===== src/trpa_pkg.sv =====
// Purpose: Constants for the rate select and amplifier control block
// Assumes: APB, 32-bit data, one register per aligned word
// Notes:   Printed offsets are not all multiples of four; byte = 4*index
package trpa_pkg;

  // ==========================================================
  // Register indices and address width
  // ==========================================================
  localparam logic [11:0] IDX_SYMBOL_TICK_HIGH   = 12'h015;
  localparam logic [11:0] IDX_AMP_ON_LOW         = 12'h016;
  localparam logic [11:0] IDX_AMP_ON_HIGH        = 12'h017;
  localparam logic [11:0] IDX_TX_ON_FIFO         = 12'h018;
  localparam logic [11:0] IDX_SOFT_RESET         = 12'h02A;
  localparam logic [11:0] IDX_RF_STABILIZE       = 12'h02E;
  localparam logic [11:0] IDX_RATE_SELECT        = 12'h038;
  localparam logic [11:0] IDX_PREAMBLE_THRESH    = 12'h03B;
  localparam logic [11:0] IDX_CARRIER_THRESH     = 12'h03C;
  localparam logic [11:0] IDX_TEST_PIN_FUNCTION  = 12'h22F;
  localparam logic [11:0] IDX_RF_CONTROL         = 12'h300;
  localparam logic [11:0] IDX_RF_STATUS          = 12'h301;
  localparam int          ADDR_W                 = 14;

  // ==========================================================
  // Field positions and values
  // ==========================================================
  localparam int          HIGH_RATE_BIT          = 0;
  localparam int          BB_RESET_BIT           = 1;
  localparam int          PREVALID_LSB           = 4;
  localparam int          CS_LEVEL_LSB           = 5;
  localparam int          TEST_FN_LSB            = 0;
  localparam logic [3:0]  PREVALID_HIGH_RATE     = 4'h3;
  localparam logic [2:0]  CS_LEVEL_HIGH_RATE     = 3'h2;
  localparam logic [2:0]  TEST_FN_AMP_CTRL       = 3'h7;
  localparam logic [7:0]  REG_RESET_VALUE        = 8'h00;

  // Rates in kbps, and baseband clock divisors from 100 MHz
  localparam int          RATE_NORMAL_KBPS       = 250;
  localparam int          RATE_HIGH_KBPS         = 625;
  localparam int          CLK_KHZ                = 100000;
  localparam int          DIV_NORMAL = CLK_KHZ / RATE_NORMAL_KBPS;
  localparam int          DIV_HIGH   = CLK_KHZ / RATE_HIGH_KBPS;
  localparam int          DIV_W      = 10;

  typedef enum logic [1:0] {
    TRPA_RF_IDLE,
    TRPA_RF_RX,
    TRPA_RF_TX
  } trpa_rf_state_t;

endpackage : trpa_pkg


===== src/trpa_bb_if.sv =====
// Purpose: Link between register file and baseband timing engine
// Assumes: Single clock domain
// Notes:   Carries settings down and state up
`timescale 1ns/1ps
interface trpa_bb_if;
  logic       high_rate;
  logic       bb_reset;
  logic [3:0] preamble_valid_threshold;
  logic [2:0] carrier_sense_level;
  logic       bit_tick;
  logic       rate_active;

  modport ctrl (output high_rate, output bb_reset,
                output preamble_valid_threshold,
                output carrier_sense_level,
                input  bit_tick, input rate_active);
  modport eng  (input  high_rate, input bb_reset,
                input  preamble_valid_threshold,
                input  carrier_sense_level,
                output bit_tick, output rate_active);
endinterface : trpa_bb_if


===== src/trpa_bb_engine.sv =====
// Purpose: Baseband bit timing at normal or high rate
// Assumes: 100 MHz clock
// Notes:   Only the rate latches, at a baseband reset; thresholds are unused
`timescale 1ns/1ps
module trpa_bb_engine
  import trpa_pkg::*;
(
  input  wire logic core_clk_i,
  input  wire logic reset_i,
  trpa_bb_if.eng    bb
);

  logic [DIV_W-1:0] cnt_reg;
  logic             rate_reg;
  logic             tick_reg;
  logic [DIV_W-1:0] limit;
  logic             wrap;

  assign limit = rate_reg ? DIV_W'(DIV_HIGH - 1) : DIV_W'(DIV_NORMAL - 1);
  assign wrap  = (cnt_reg == limit);
  assign bb.bit_tick    = tick_reg;
  assign bb.rate_active = rate_reg;

  // ==========================================================
  // Rate latch and bit divider
  // ==========================================================
  always_ff @(posedge core_clk_i) begin
    if (reset_i) begin
      rate_reg <= 1'b0;
      cnt_reg  <= '0;
      tick_reg <= 1'b0;
    end else if (bb.bb_reset) begin
      rate_reg <= bb.high_rate;
      cnt_reg  <= '0;
      tick_reg <= 1'b0;
    end else begin
      cnt_reg  <= wrap ? '0 : cnt_reg + 1'b1;
      tick_reg <= wrap;
    end
  end
endmodule : trpa_bb_engine


===== src/trpa_rate_pa_ctrl.sv =====
// Purpose: Rate select and amplifier pin control with APB registers
// Assumes: APB slave, pins synchronous to core clock
// Notes:   Byte address is four times the register index
`timescale 1ns/1ps

// Summary of operation
// - High-rate mode runs the baseband at 625 kbps instead of 250 kbps.
// - Bit 0 of baseband_rate_select enables high rate.
// - Writing one to baseband_reset applies the new baseband rate setting.
// - Test function 111 hands three pins to the RF state machine.
// - Pins 0,1 low in receive, high in transmit; pin 2 inverse.
module trpa_rate_pa_ctrl
  import trpa_pkg::*;
(
  input  wire logic              core_clk_i,
  input  wire logic              reset_i,
  input  wire logic              psel_i,
  input  wire logic              penable_i,
  input  wire logic              pwrite_i,
  input  wire logic [ADDR_W-1:0] paddr_i,
  input  wire logic [31:0]       pwdata_i,
  input  wire logic [3:0]        pstrb_i,
  output logic      [31:0]       prdata_o,
  output logic                   pready_o,
  output logic                   pslverr_o,
  input  wire logic              rf_rx_i,
  input  wire logic              rf_tx_i,
  input  wire logic [2:0]        gpio_in_i,
  output logic      [2:0]        gpio_out_o,
  output logic      [2:0]        gpio_oe_n_o,
  output logic                   high_rate_o,
  output logic                   bit_tick_o
);

  // ==========================================================
  // Register storage
  // ==========================================================
  logic [7:0] sym_tick_reg, amp_lo_reg, amp_hi_reg, tx_on_reg;
  logic [7:0] soft_rst_reg, stab_reg, rate_reg, pre_reg, cs_reg;
  logic [7:0] test_reg, gpio_val_reg, gpio_dir_reg;
  logic [31:0] prdata_reg, prdata_next;
  logic        pready_reg, pslverr_reg;
  logic        bb_reset_reg;
  logic [2:0]  gpio_out_reg, gpio_out_next;
  logic [2:0]  gpio_oe_n_reg, gpio_oe_n_next;
  logic        high_rate_reg, tick_reg;
  trpa_rf_state_t rf_state_reg, rf_state_next;

  trpa_bb_if bb ();

  function automatic logic [11:0] idx_of(input logic [ADDR_W-1:0] a);
    idx_of = a[ADDR_W-1:2];
  endfunction : idx_of

  function automatic logic [7:0] merge(input logic [7:0] old,
                                       input logic [7:0] wd,
                                       input logic       en);
    merge = en ? wd : old;
  endfunction : merge

  // ==========================================================
  // APB decode
  // ==========================================================
  wire        setup_ph  = psel_i && !penable_i;
  wire        access_ph = psel_i && penable_i && pready_reg;
  wire [11:0] idx       = idx_of(paddr_i);
  wire        wr_en     = access_ph && pwrite_i && pstrb_i[0];
  wire        aligned   = (paddr_i[1:0] == 2'b00);
  wire        hit_known =
      (idx == IDX_SYMBOL_TICK_HIGH) || (idx == IDX_AMP_ON_LOW)   ||
      (idx == IDX_AMP_ON_HIGH)      || (idx == IDX_TX_ON_FIFO)   ||
      (idx == IDX_SOFT_RESET)       || (idx == IDX_RF_STABILIZE) ||
      (idx == IDX_RATE_SELECT)      || (idx == IDX_PREAMBLE_THRESH) ||
      (idx == IDX_CARRIER_THRESH)   || (idx == IDX_TEST_PIN_FUNCTION) ||
      (idx == IDX_RF_CONTROL)       || (idx == IDX_RF_STATUS);
  wire        hit       = hit_known && aligned;
  wire        wr_hit    = wr_en && hit;

  wire w_sym  = wr_hit && (idx == IDX_SYMBOL_TICK_HIGH);
  wire w_alo  = wr_hit && (idx == IDX_AMP_ON_LOW);
  wire w_ahi  = wr_hit && (idx == IDX_AMP_ON_HIGH);
  wire w_txo  = wr_hit && (idx == IDX_TX_ON_FIFO);
  wire w_srst = wr_hit && (idx == IDX_SOFT_RESET);
  wire w_stab = wr_hit && (idx == IDX_RF_STABILIZE);
  wire w_rate = wr_hit && (idx == IDX_RATE_SELECT);
  wire w_pre  = wr_hit && (idx == IDX_PREAMBLE_THRESH);
  wire w_cs   = wr_hit && (idx == IDX_CARRIER_THRESH);
  wire w_test = wr_hit && (idx == IDX_TEST_PIN_FUNCTION);
  wire w_gpio = wr_hit && (idx == IDX_RF_CONTROL);

  // ==========================================================
  // Register writes
  // ==========================================================
  always_ff @(posedge core_clk_i) begin
    if (reset_i) begin
      sym_tick_reg <= REG_RESET_VALUE;
      amp_lo_reg   <= REG_RESET_VALUE;
      amp_hi_reg   <= REG_RESET_VALUE;
      tx_on_reg    <= REG_RESET_VALUE;
      soft_rst_reg <= REG_RESET_VALUE;
      stab_reg     <= REG_RESET_VALUE;
      rate_reg     <= REG_RESET_VALUE;
      pre_reg      <= REG_RESET_VALUE;
      cs_reg       <= REG_RESET_VALUE;
      test_reg     <= REG_RESET_VALUE;
      gpio_val_reg <= REG_RESET_VALUE;
    end else begin
      sym_tick_reg <= merge(sym_tick_reg, pwdata_i[7:0], w_sym);
      amp_lo_reg   <= merge(amp_lo_reg, pwdata_i[7:0], w_alo);
      amp_hi_reg   <= merge(amp_hi_reg, pwdata_i[7:0], w_ahi);
      tx_on_reg    <= merge(tx_on_reg, pwdata_i[7:0], w_txo);
      soft_rst_reg <= merge(soft_rst_reg, pwdata_i[7:0], w_srst);
      stab_reg     <= merge(stab_reg, pwdata_i[7:0], w_stab);
      rate_reg     <= merge(rate_reg, pwdata_i[7:0], w_rate);
      pre_reg      <= merge(pre_reg, pwdata_i[7:0], w_pre);
      cs_reg       <= merge(cs_reg, pwdata_i[7:0], w_cs);
      test_reg     <= merge(test_reg, pwdata_i[7:0], w_test);
      gpio_val_reg <= merge(gpio_val_reg, pwdata_i[7:0], w_gpio);
    end
  end

  // Direction register lives in upper byte of the pin control word
  always_ff @(posedge core_clk_i) begin
    if (reset_i) begin
      gpio_dir_reg <= REG_RESET_VALUE;
    end else if (w_gpio && pstrb_i[1]) begin
      gpio_dir_reg <= pwdata_i[15:8];
    end
  end

  // One-cycle baseband reset pulse from the self-clearing bit
  always_ff @(posedge core_clk_i) begin
    if (reset_i) begin
      bb_reset_reg <= 1'b0;
    end else begin
      bb_reset_reg <= w_srst && pwdata_i[BB_RESET_BIT];
    end
  end

  // ==========================================================
  // Baseband engine
  // ==========================================================
  assign bb.high_rate = rate_reg[HIGH_RATE_BIT];
  assign bb.bb_reset  = bb_reset_reg;
  assign bb.preamble_valid_threshold = pre_reg[PREVALID_LSB +: 4];
  assign bb.carrier_sense_level      = cs_reg[CS_LEVEL_LSB +: 3];

  trpa_bb_engine trpa_bb_engine_inst (
    .core_clk_i (core_clk_i),
    .reset_i    (reset_i),
    .bb         (bb.eng)
  );

  always_ff @(posedge core_clk_i) begin
    if (reset_i) begin
      high_rate_reg <= 1'b0;
      tick_reg      <= 1'b0;
    end else begin
      high_rate_reg <= bb.rate_active;
      tick_reg      <= bb.bit_tick;
    end
  end

  // ==========================================================
  // RF state tracking
  // ==========================================================
  always_comb begin
    unique case ({rf_tx_i, rf_rx_i})
      2'b10, 2'b11: rf_state_next = TRPA_RF_TX;
      2'b01:        rf_state_next = TRPA_RF_RX;
      default:      rf_state_next = TRPA_RF_IDLE;
    endcase
  end

  always_ff @(posedge core_clk_i) begin
    if (reset_i) begin
      rf_state_reg <= TRPA_RF_IDLE;
    end else begin
      rf_state_reg <= rf_state_next;
    end
  end

  // ==========================================================
  // Pin function
  // ==========================================================
  wire amp_mode = (test_reg[TEST_FN_LSB +: 3] == TEST_FN_AMP_CTRL);
  wire in_tx    = (rf_state_reg == TRPA_RF_TX);
  wire in_rx    = (rf_state_reg == TRPA_RF_RX);
  wire rf_move  = in_tx || in_rx;

  always_comb begin
    gpio_out_next  = gpio_val_reg[2:0];
    gpio_oe_n_next = ~gpio_dir_reg[2:0];
    if (amp_mode) begin
      gpio_oe_n_next = 3'b000;
      if (rf_move) begin
        gpio_out_next = in_tx ? 3'b011 : 3'b100;
      end else begin
        gpio_out_next = gpio_out_reg;
      end
    end
  end

  always_ff @(posedge core_clk_i) begin
    if (reset_i) begin
      gpio_out_reg  <= 3'b000;
      gpio_oe_n_reg <= 3'b111;
    end else begin
      gpio_out_reg  <= gpio_out_next;
      gpio_oe_n_reg <= gpio_oe_n_next;
    end
  end

  // ==========================================================
  // APB answer
  // ==========================================================
  always_comb begin
    prdata_next = 32'h0000_0000;
    unique case (idx)
      IDX_SYMBOL_TICK_HIGH:  prdata_next[7:0] = sym_tick_reg;
      IDX_AMP_ON_LOW:        prdata_next[7:0] = amp_lo_reg;
      IDX_AMP_ON_HIGH:       prdata_next[7:0] = amp_hi_reg;
      IDX_TX_ON_FIFO:        prdata_next[7:0] = tx_on_reg;
      IDX_SOFT_RESET:        prdata_next[7:0] = soft_rst_reg & 8'hFD;
      IDX_RF_STABILIZE:      prdata_next[7:0] = stab_reg;
      IDX_RATE_SELECT:       prdata_next[7:0] = rate_reg;
      IDX_PREAMBLE_THRESH:   prdata_next[7:0] = pre_reg;
      IDX_CARRIER_THRESH:    prdata_next[7:0] = cs_reg;
      IDX_TEST_PIN_FUNCTION: prdata_next[7:0] = test_reg;
      IDX_RF_CONTROL:
        prdata_next[15:0] = {gpio_dir_reg, gpio_val_reg};
      IDX_RF_STATUS:
        prdata_next[7:0] = {2'b00, high_rate_reg, in_tx, in_rx,
                            gpio_in_i};
      default:               prdata_next = 32'h0000_0000;
    endcase
  end

  // No wait states: ready rises in the first access cycle
  always_ff @(posedge core_clk_i) begin
    if (reset_i) begin
      pready_reg  <= 1'b0;
      pslverr_reg <= 1'b0;
      prdata_reg  <= 32'h0000_0000;
    end else begin
      pready_reg  <= setup_ph;
      pslverr_reg <= setup_ph && !hit;
      if (setup_ph && !pwrite_i) begin
        prdata_reg <= hit ? prdata_next : 32'h0000_0000;
      end
    end
  end

  assign prdata_o    = prdata_reg;
  assign pready_o    = pready_reg;
  assign pslverr_o   = pslverr_reg;
  assign gpio_out_o  = gpio_out_reg;
  assign gpio_oe_n_o = gpio_oe_n_reg;
  assign high_rate_o = high_rate_reg;
  assign bit_tick_o  = tick_reg;
endmodule : trpa_rate_pa_ctrl


===== config.mk =====
export PLATFORM = sky130hd
export DESIGN_NAME = trpa_rate_pa_ctrl
export DESIGN_NICKNAME = d
export VERILOG_FILES = /design/src/trpa_pkg.sv /design/src/trpa_bb_if.sv /design/src/trpa_bb_engine.sv /design/src/trpa_rate_pa_ctrl.sv
export SDC_FILE = /design/constraint.sdc
export NUM_CORES = 1
export LEC_CHECK = 0
export ABC_AREA = 1
export BUFFER_PORTS_ARGS = -buffer_cell sky130_fd_sc_hd__buf_2
export CAP_MARGIN = 20
export CORE_MARGIN = 2
export CORE_UTILIZATION = 40
export DETAILED_ROUTE_END_ITERATION = 8
export GPL_TIMING_DRIVEN = 0
export PLACE_DENSITY = 0.64
export SLEW_MARGIN = 0
export SYNTH_ARGS = -nofsm -noshare
export SYNTH_HDL_FRONTEND = slang
export SYNTH_SLANG_ARGS = --single-unit
export TNS_END_PERCENT = 20

===== constraint.sdc =====
create_clock -name core_clk_i -period 2.22 [get_ports core_clk_i]
set_input_delay 0.444 -clock core_clk_i [delete_from_list [all_inputs] [get_ports core_clk_i]]
set_output_delay 0.444 -clock core_clk_i [all_outputs]
set_load 0.02 [all_outputs]

==> metrics list <==
- Drt wl/cell: 14.8 um
- The largest individual stage delay along the critical path comes from the cell nor2_1.
- Critical path endpoint category: flip-flop
- Total Nets Final: approximately 1100
- Number of buffers and inverters on the critical path: 3
- Setup violators final: 0
- The path class of the tightest hold or removal check is in2reg.
- The longest clock path from root to sink contains 2 buffers.
- Path type of the worst setup path: in2reg
- Vias after detailed routing: 6047
* Proportion of synthesized chip area in sequential cells: 0.411
* Slowest Stage Delay on Critical Path: 0.34 ns
- # Max-Cap Violations: 0
- For this configuration, the core starts out at a cell density of 0.404.
* Power density over cell area: 723 nW/um2
- Sw Share: 0.231
- The H-tree generated during clock tree synthesis spans 4 levels.
* Warnings from Yosys: 0
- Proportion of power drawn by combinational gates: 0.052
* Num CTS Buffers: 17
- Ys flop type: dfxtp_1
- Across every metal layer, demand over resource in global routing totals 0.218.
* Post-layout total power: 5710 uW
* Tightest Pin Transition: 0.865 ns
* Total die area: 17600 um2
- Fmax: around 0.5 GHz
* Relative contribution of sequential cells to total power: 0.430
* Total count of max-transition violations in the final report: 0
* RSZ-0062 raised after global routing: no
- The synthesized design contains 136 register bits.
- CP Launch Point: paddr_i[8]
* Portion of the clock cycle consumed by the worst path in the final layout: 0.912
- Half-perimeter wire length after detailed placement: 13.4 mm
- Wires add up to 18.5 mm.
- TritonCTS built the clock tree.
- Number of antenna diodes: 0
* Core region area: 16400 um2
- Traced cell by cell, the critical path runs through buf_2, inv_2, nand2_4, nor2_1, nand3_1, nand2_1, nor2_2, nand3_4, nand2_1, nor2_2, buf_4, o21ai_1, a21oi_1.
- The startpoint identified for the worst hold timing path is rf_rx_i.
* Clock sink count: 136
* Remaining DRCs: 0
* Number of enable flip-flop cells after synthesis: 0
- Buffers inserted during post-CTS setup optimization: 0
- Compared with the post-synthesis result, the final layout area differs by 19.2%.
- Data arrival at the endpoint of the critical path: 2.39 ns
* Number of top-level pins: 102
- Switching power: between 1000 and 1500 uW
* Clock root buffer: clkbuf_16
* Width of the chip: 133 um
* Number of distinct library cell variants in the gate-level netlist after synthesis: 43
- The number of endpoints with negative hold slack in the final report is 0.
- Synthesized instance count: 914
* First-pass GRT wire length: 29.6 mm
- TritonRoute pass-1 iters: 5
* Weighted congestion reported at the end of routability-driven placement: 0.843
- DR iter-0 viols: around 490
- IR analysis of the VDD net gives a maximum drop of approximately 0.00057 V.
* Share of post-route cells with drive strength above 1: 0.231
- Worst reg2reg startpoint: trpa_bb_engine_inst.cnt_reg[0]
* Clk_skew: 0.00692 ns
* Clock latency of the later-clocked register in the worst-skew pair: 0.43 ns
- Number of global-route vias before repair: between 5000 and 6000
* Async set-reset flop share out of synthesis: 0
- Initial antenna violation count: 0
- Cell internal power was estimated by the tool at 4390 uW.
- Relative slew slack: 0.419
- The floorplan has 47 rows.
- Pin count of the biggest net entering global routing: 17
- For this design the static power due to leakage is 0.00381 uW.
* Required arrival time at the worst endpoint: about 2.6 ns
* Number of vias per cell: about 4.9
- Clock-pin slew on the worst setup and hold paths: 0.06 ns
* End-of-flow core utilization: 0.481
- The kind of cell with the highest combined delay along the critical path is simple AND/OR/NAND/NOR gates.
- STA classifies the critical path startpoint as an input port.
- Post-Synthesis Mean Instance Area: 7.25 um2
- Total congestion overflow: 0
- The worst path in the final design needs a cycle of around 2.0 ns, including I/O delays and setup.
* Max reg flops: 16
- The synthesized netlist occupies a cell area of 6630 um2.
- The flow ran to the end, and the final reports show no timing, DRC or antenna violations.
- Maximum fanout along the worst path: 10
- In this run the remaining antenna-violating nets after routing total 0.
- Of the total power, the clock network draws 0.518.
- Port Buf Inserts: 64
* Die height: roughly 130 um
-- worst reg2reg max path: cells and delay by family, from the launching register on --
| kind | cells | cell delay [ns] |
|---|---|---|
| AND/OR/NAND/NOR | 6 | 1.08 |
| flip-flops | 1 | 0.35 |
| AO/OA/AOI/OAI | 1 | 0.11 |
-- cell usage after synthesis, types with 4 or more instances --
cell      count  share of area
nor2_2       54          0.051
a21oi_1      26          0.020
buf_2         8         0.0060
inv_6         6         0.0079
nor2_8       12          0.036
clkbuf_1     14         0.0079
dfxtp_1     136           0.41
nand2_1     159          0.090
nor2_4        6          0.010
nand3_4       4          0.011
o21ai_1      74          0.056
nor2_1      192           0.11
inv_1        64          0.036
nand4_1      13          0.012
nor3_1        6         0.0045
o21ai_0      26          0.020
nand2_2       7         0.0066
o22ai_1       6         0.0057
nand3_1      37          0.028
inv_2        10         0.0057
buf_4        18          0.020
inv_4         4         0.0038
-- metrics by stage --
stage	hold WS [ns]	cell area [um2]	TNS, ns	cells	worst slack (ns)
floorplan	0.388	6680	0	929	0.293
global placement	0.427	7280	-15.15	1213	-0.319
detailed placement	0.423	7280	-17.36	1213	-0.323
CTS	0.223	7900	0	1245	0.120
global route	0.248	7900	0	1245	0.0127
finish	0.233	7900	0	1245	0.196
-- per-layer routing --
layer	share of wire	up-vias	track usage
met2	0.46	195	0.348
li1	-	3086	-
met3	0.071	32	0.0433
met4	0.021	0	0.0753
met1	0.45	2734	0.293
met5	0	-	0
-- layout make-up --
class,instances,area (um2)
clock inverter,11,146
multi-input combinational,663,3330
fill,1671,8510
buffer,45,277
tap,220,275
sequential,136,2720
timing repair buffer,64,320
inverter,85,359
clock buffer,21,470
-- path summary, 6_finish.rpt --
path	depth (start not counted)	to	slack, ns
setup / recovery	13	prdata_o[6]	0.20
hold / removal	3	rf_state_reg[0]	0.23
setup reg to reg	7	trpa_bb_engine_inst.cnt_reg[9]	0.59
hold reg to reg	2	bit_tick_o	0.43
-- cell usage in the layout, fill, tap and decap left out, types with 4 or more instances in the layout --
cell type | synthesis | final
nor2_1 | 192 | 192
nand2_1 | 159 | 159
dfxtp_1 | 136 | 136
o21ai_1 | 74 | 74
buf_2 | 8 | 72
inv_1 | 64 | 64
nor2_2 | 54 | 54
nand3_1 | 37 | 37
o21ai_0 | 26 | 26
a21oi_1 | 26 | 26
buf_4 | 18 | 18
clkbuf_16 | 0 | 17
conb_1 | 1 | 16
clkbuf_1 | 14 | 15
nand4_1 | 13 | 13
nor2_8 | 12 | 12
inv_2 | 10 | 10
nand2_2 | 7 | 7
nor2_4 | 6 | 6
nor3_1 | 6 | 6
o22ai_1 | 6 | 6
inv_6 | 6 | 6
nand3_4 | 4 | 4
inv_4 | 4 | 4
-- cells by family (layout without fill, tap and decap cells) --
family / Yosys count / after routing / synth area share
AOI/OAI and AO/OA: 139 / 139 / 0.109
adders and majority gates: 3 / 3 / 0.00566
buffers and inverters: 130 / 226 / 0.0957
DFF: 136 / 136 / 0.411
other: 1 / 16 / 0.000566
and+or+nand+nor: 505 / 505 / 0.378
-- power by group through the flow --
| stage | clock (uW) | sequential (uW) | combinational (uW) |
|---|---|---|---|
| 3_3_place_gp | 0 | 2510 | 294 |
| 5_1_grt | 3090 | 2450 | 324 |
| 3_5_place_dp | 0 | 2510 | 296 |
| 2_1_floorplan | 0 | 2510 | 188 |
| 6_report | 2960 | 2450 | 298 |
| 4_1_cts | 2980 | 2450 | 297 |
-- what timing repair did --
item | 4_1_cts | 5_1_grt
resized for setup | 0 | 1
endpoints found under the setup margin | 0 | 1
hold buffers | 0 | 0
hold endpoints to repair | 0 | 0
Power figures use the tool's default switching activity.
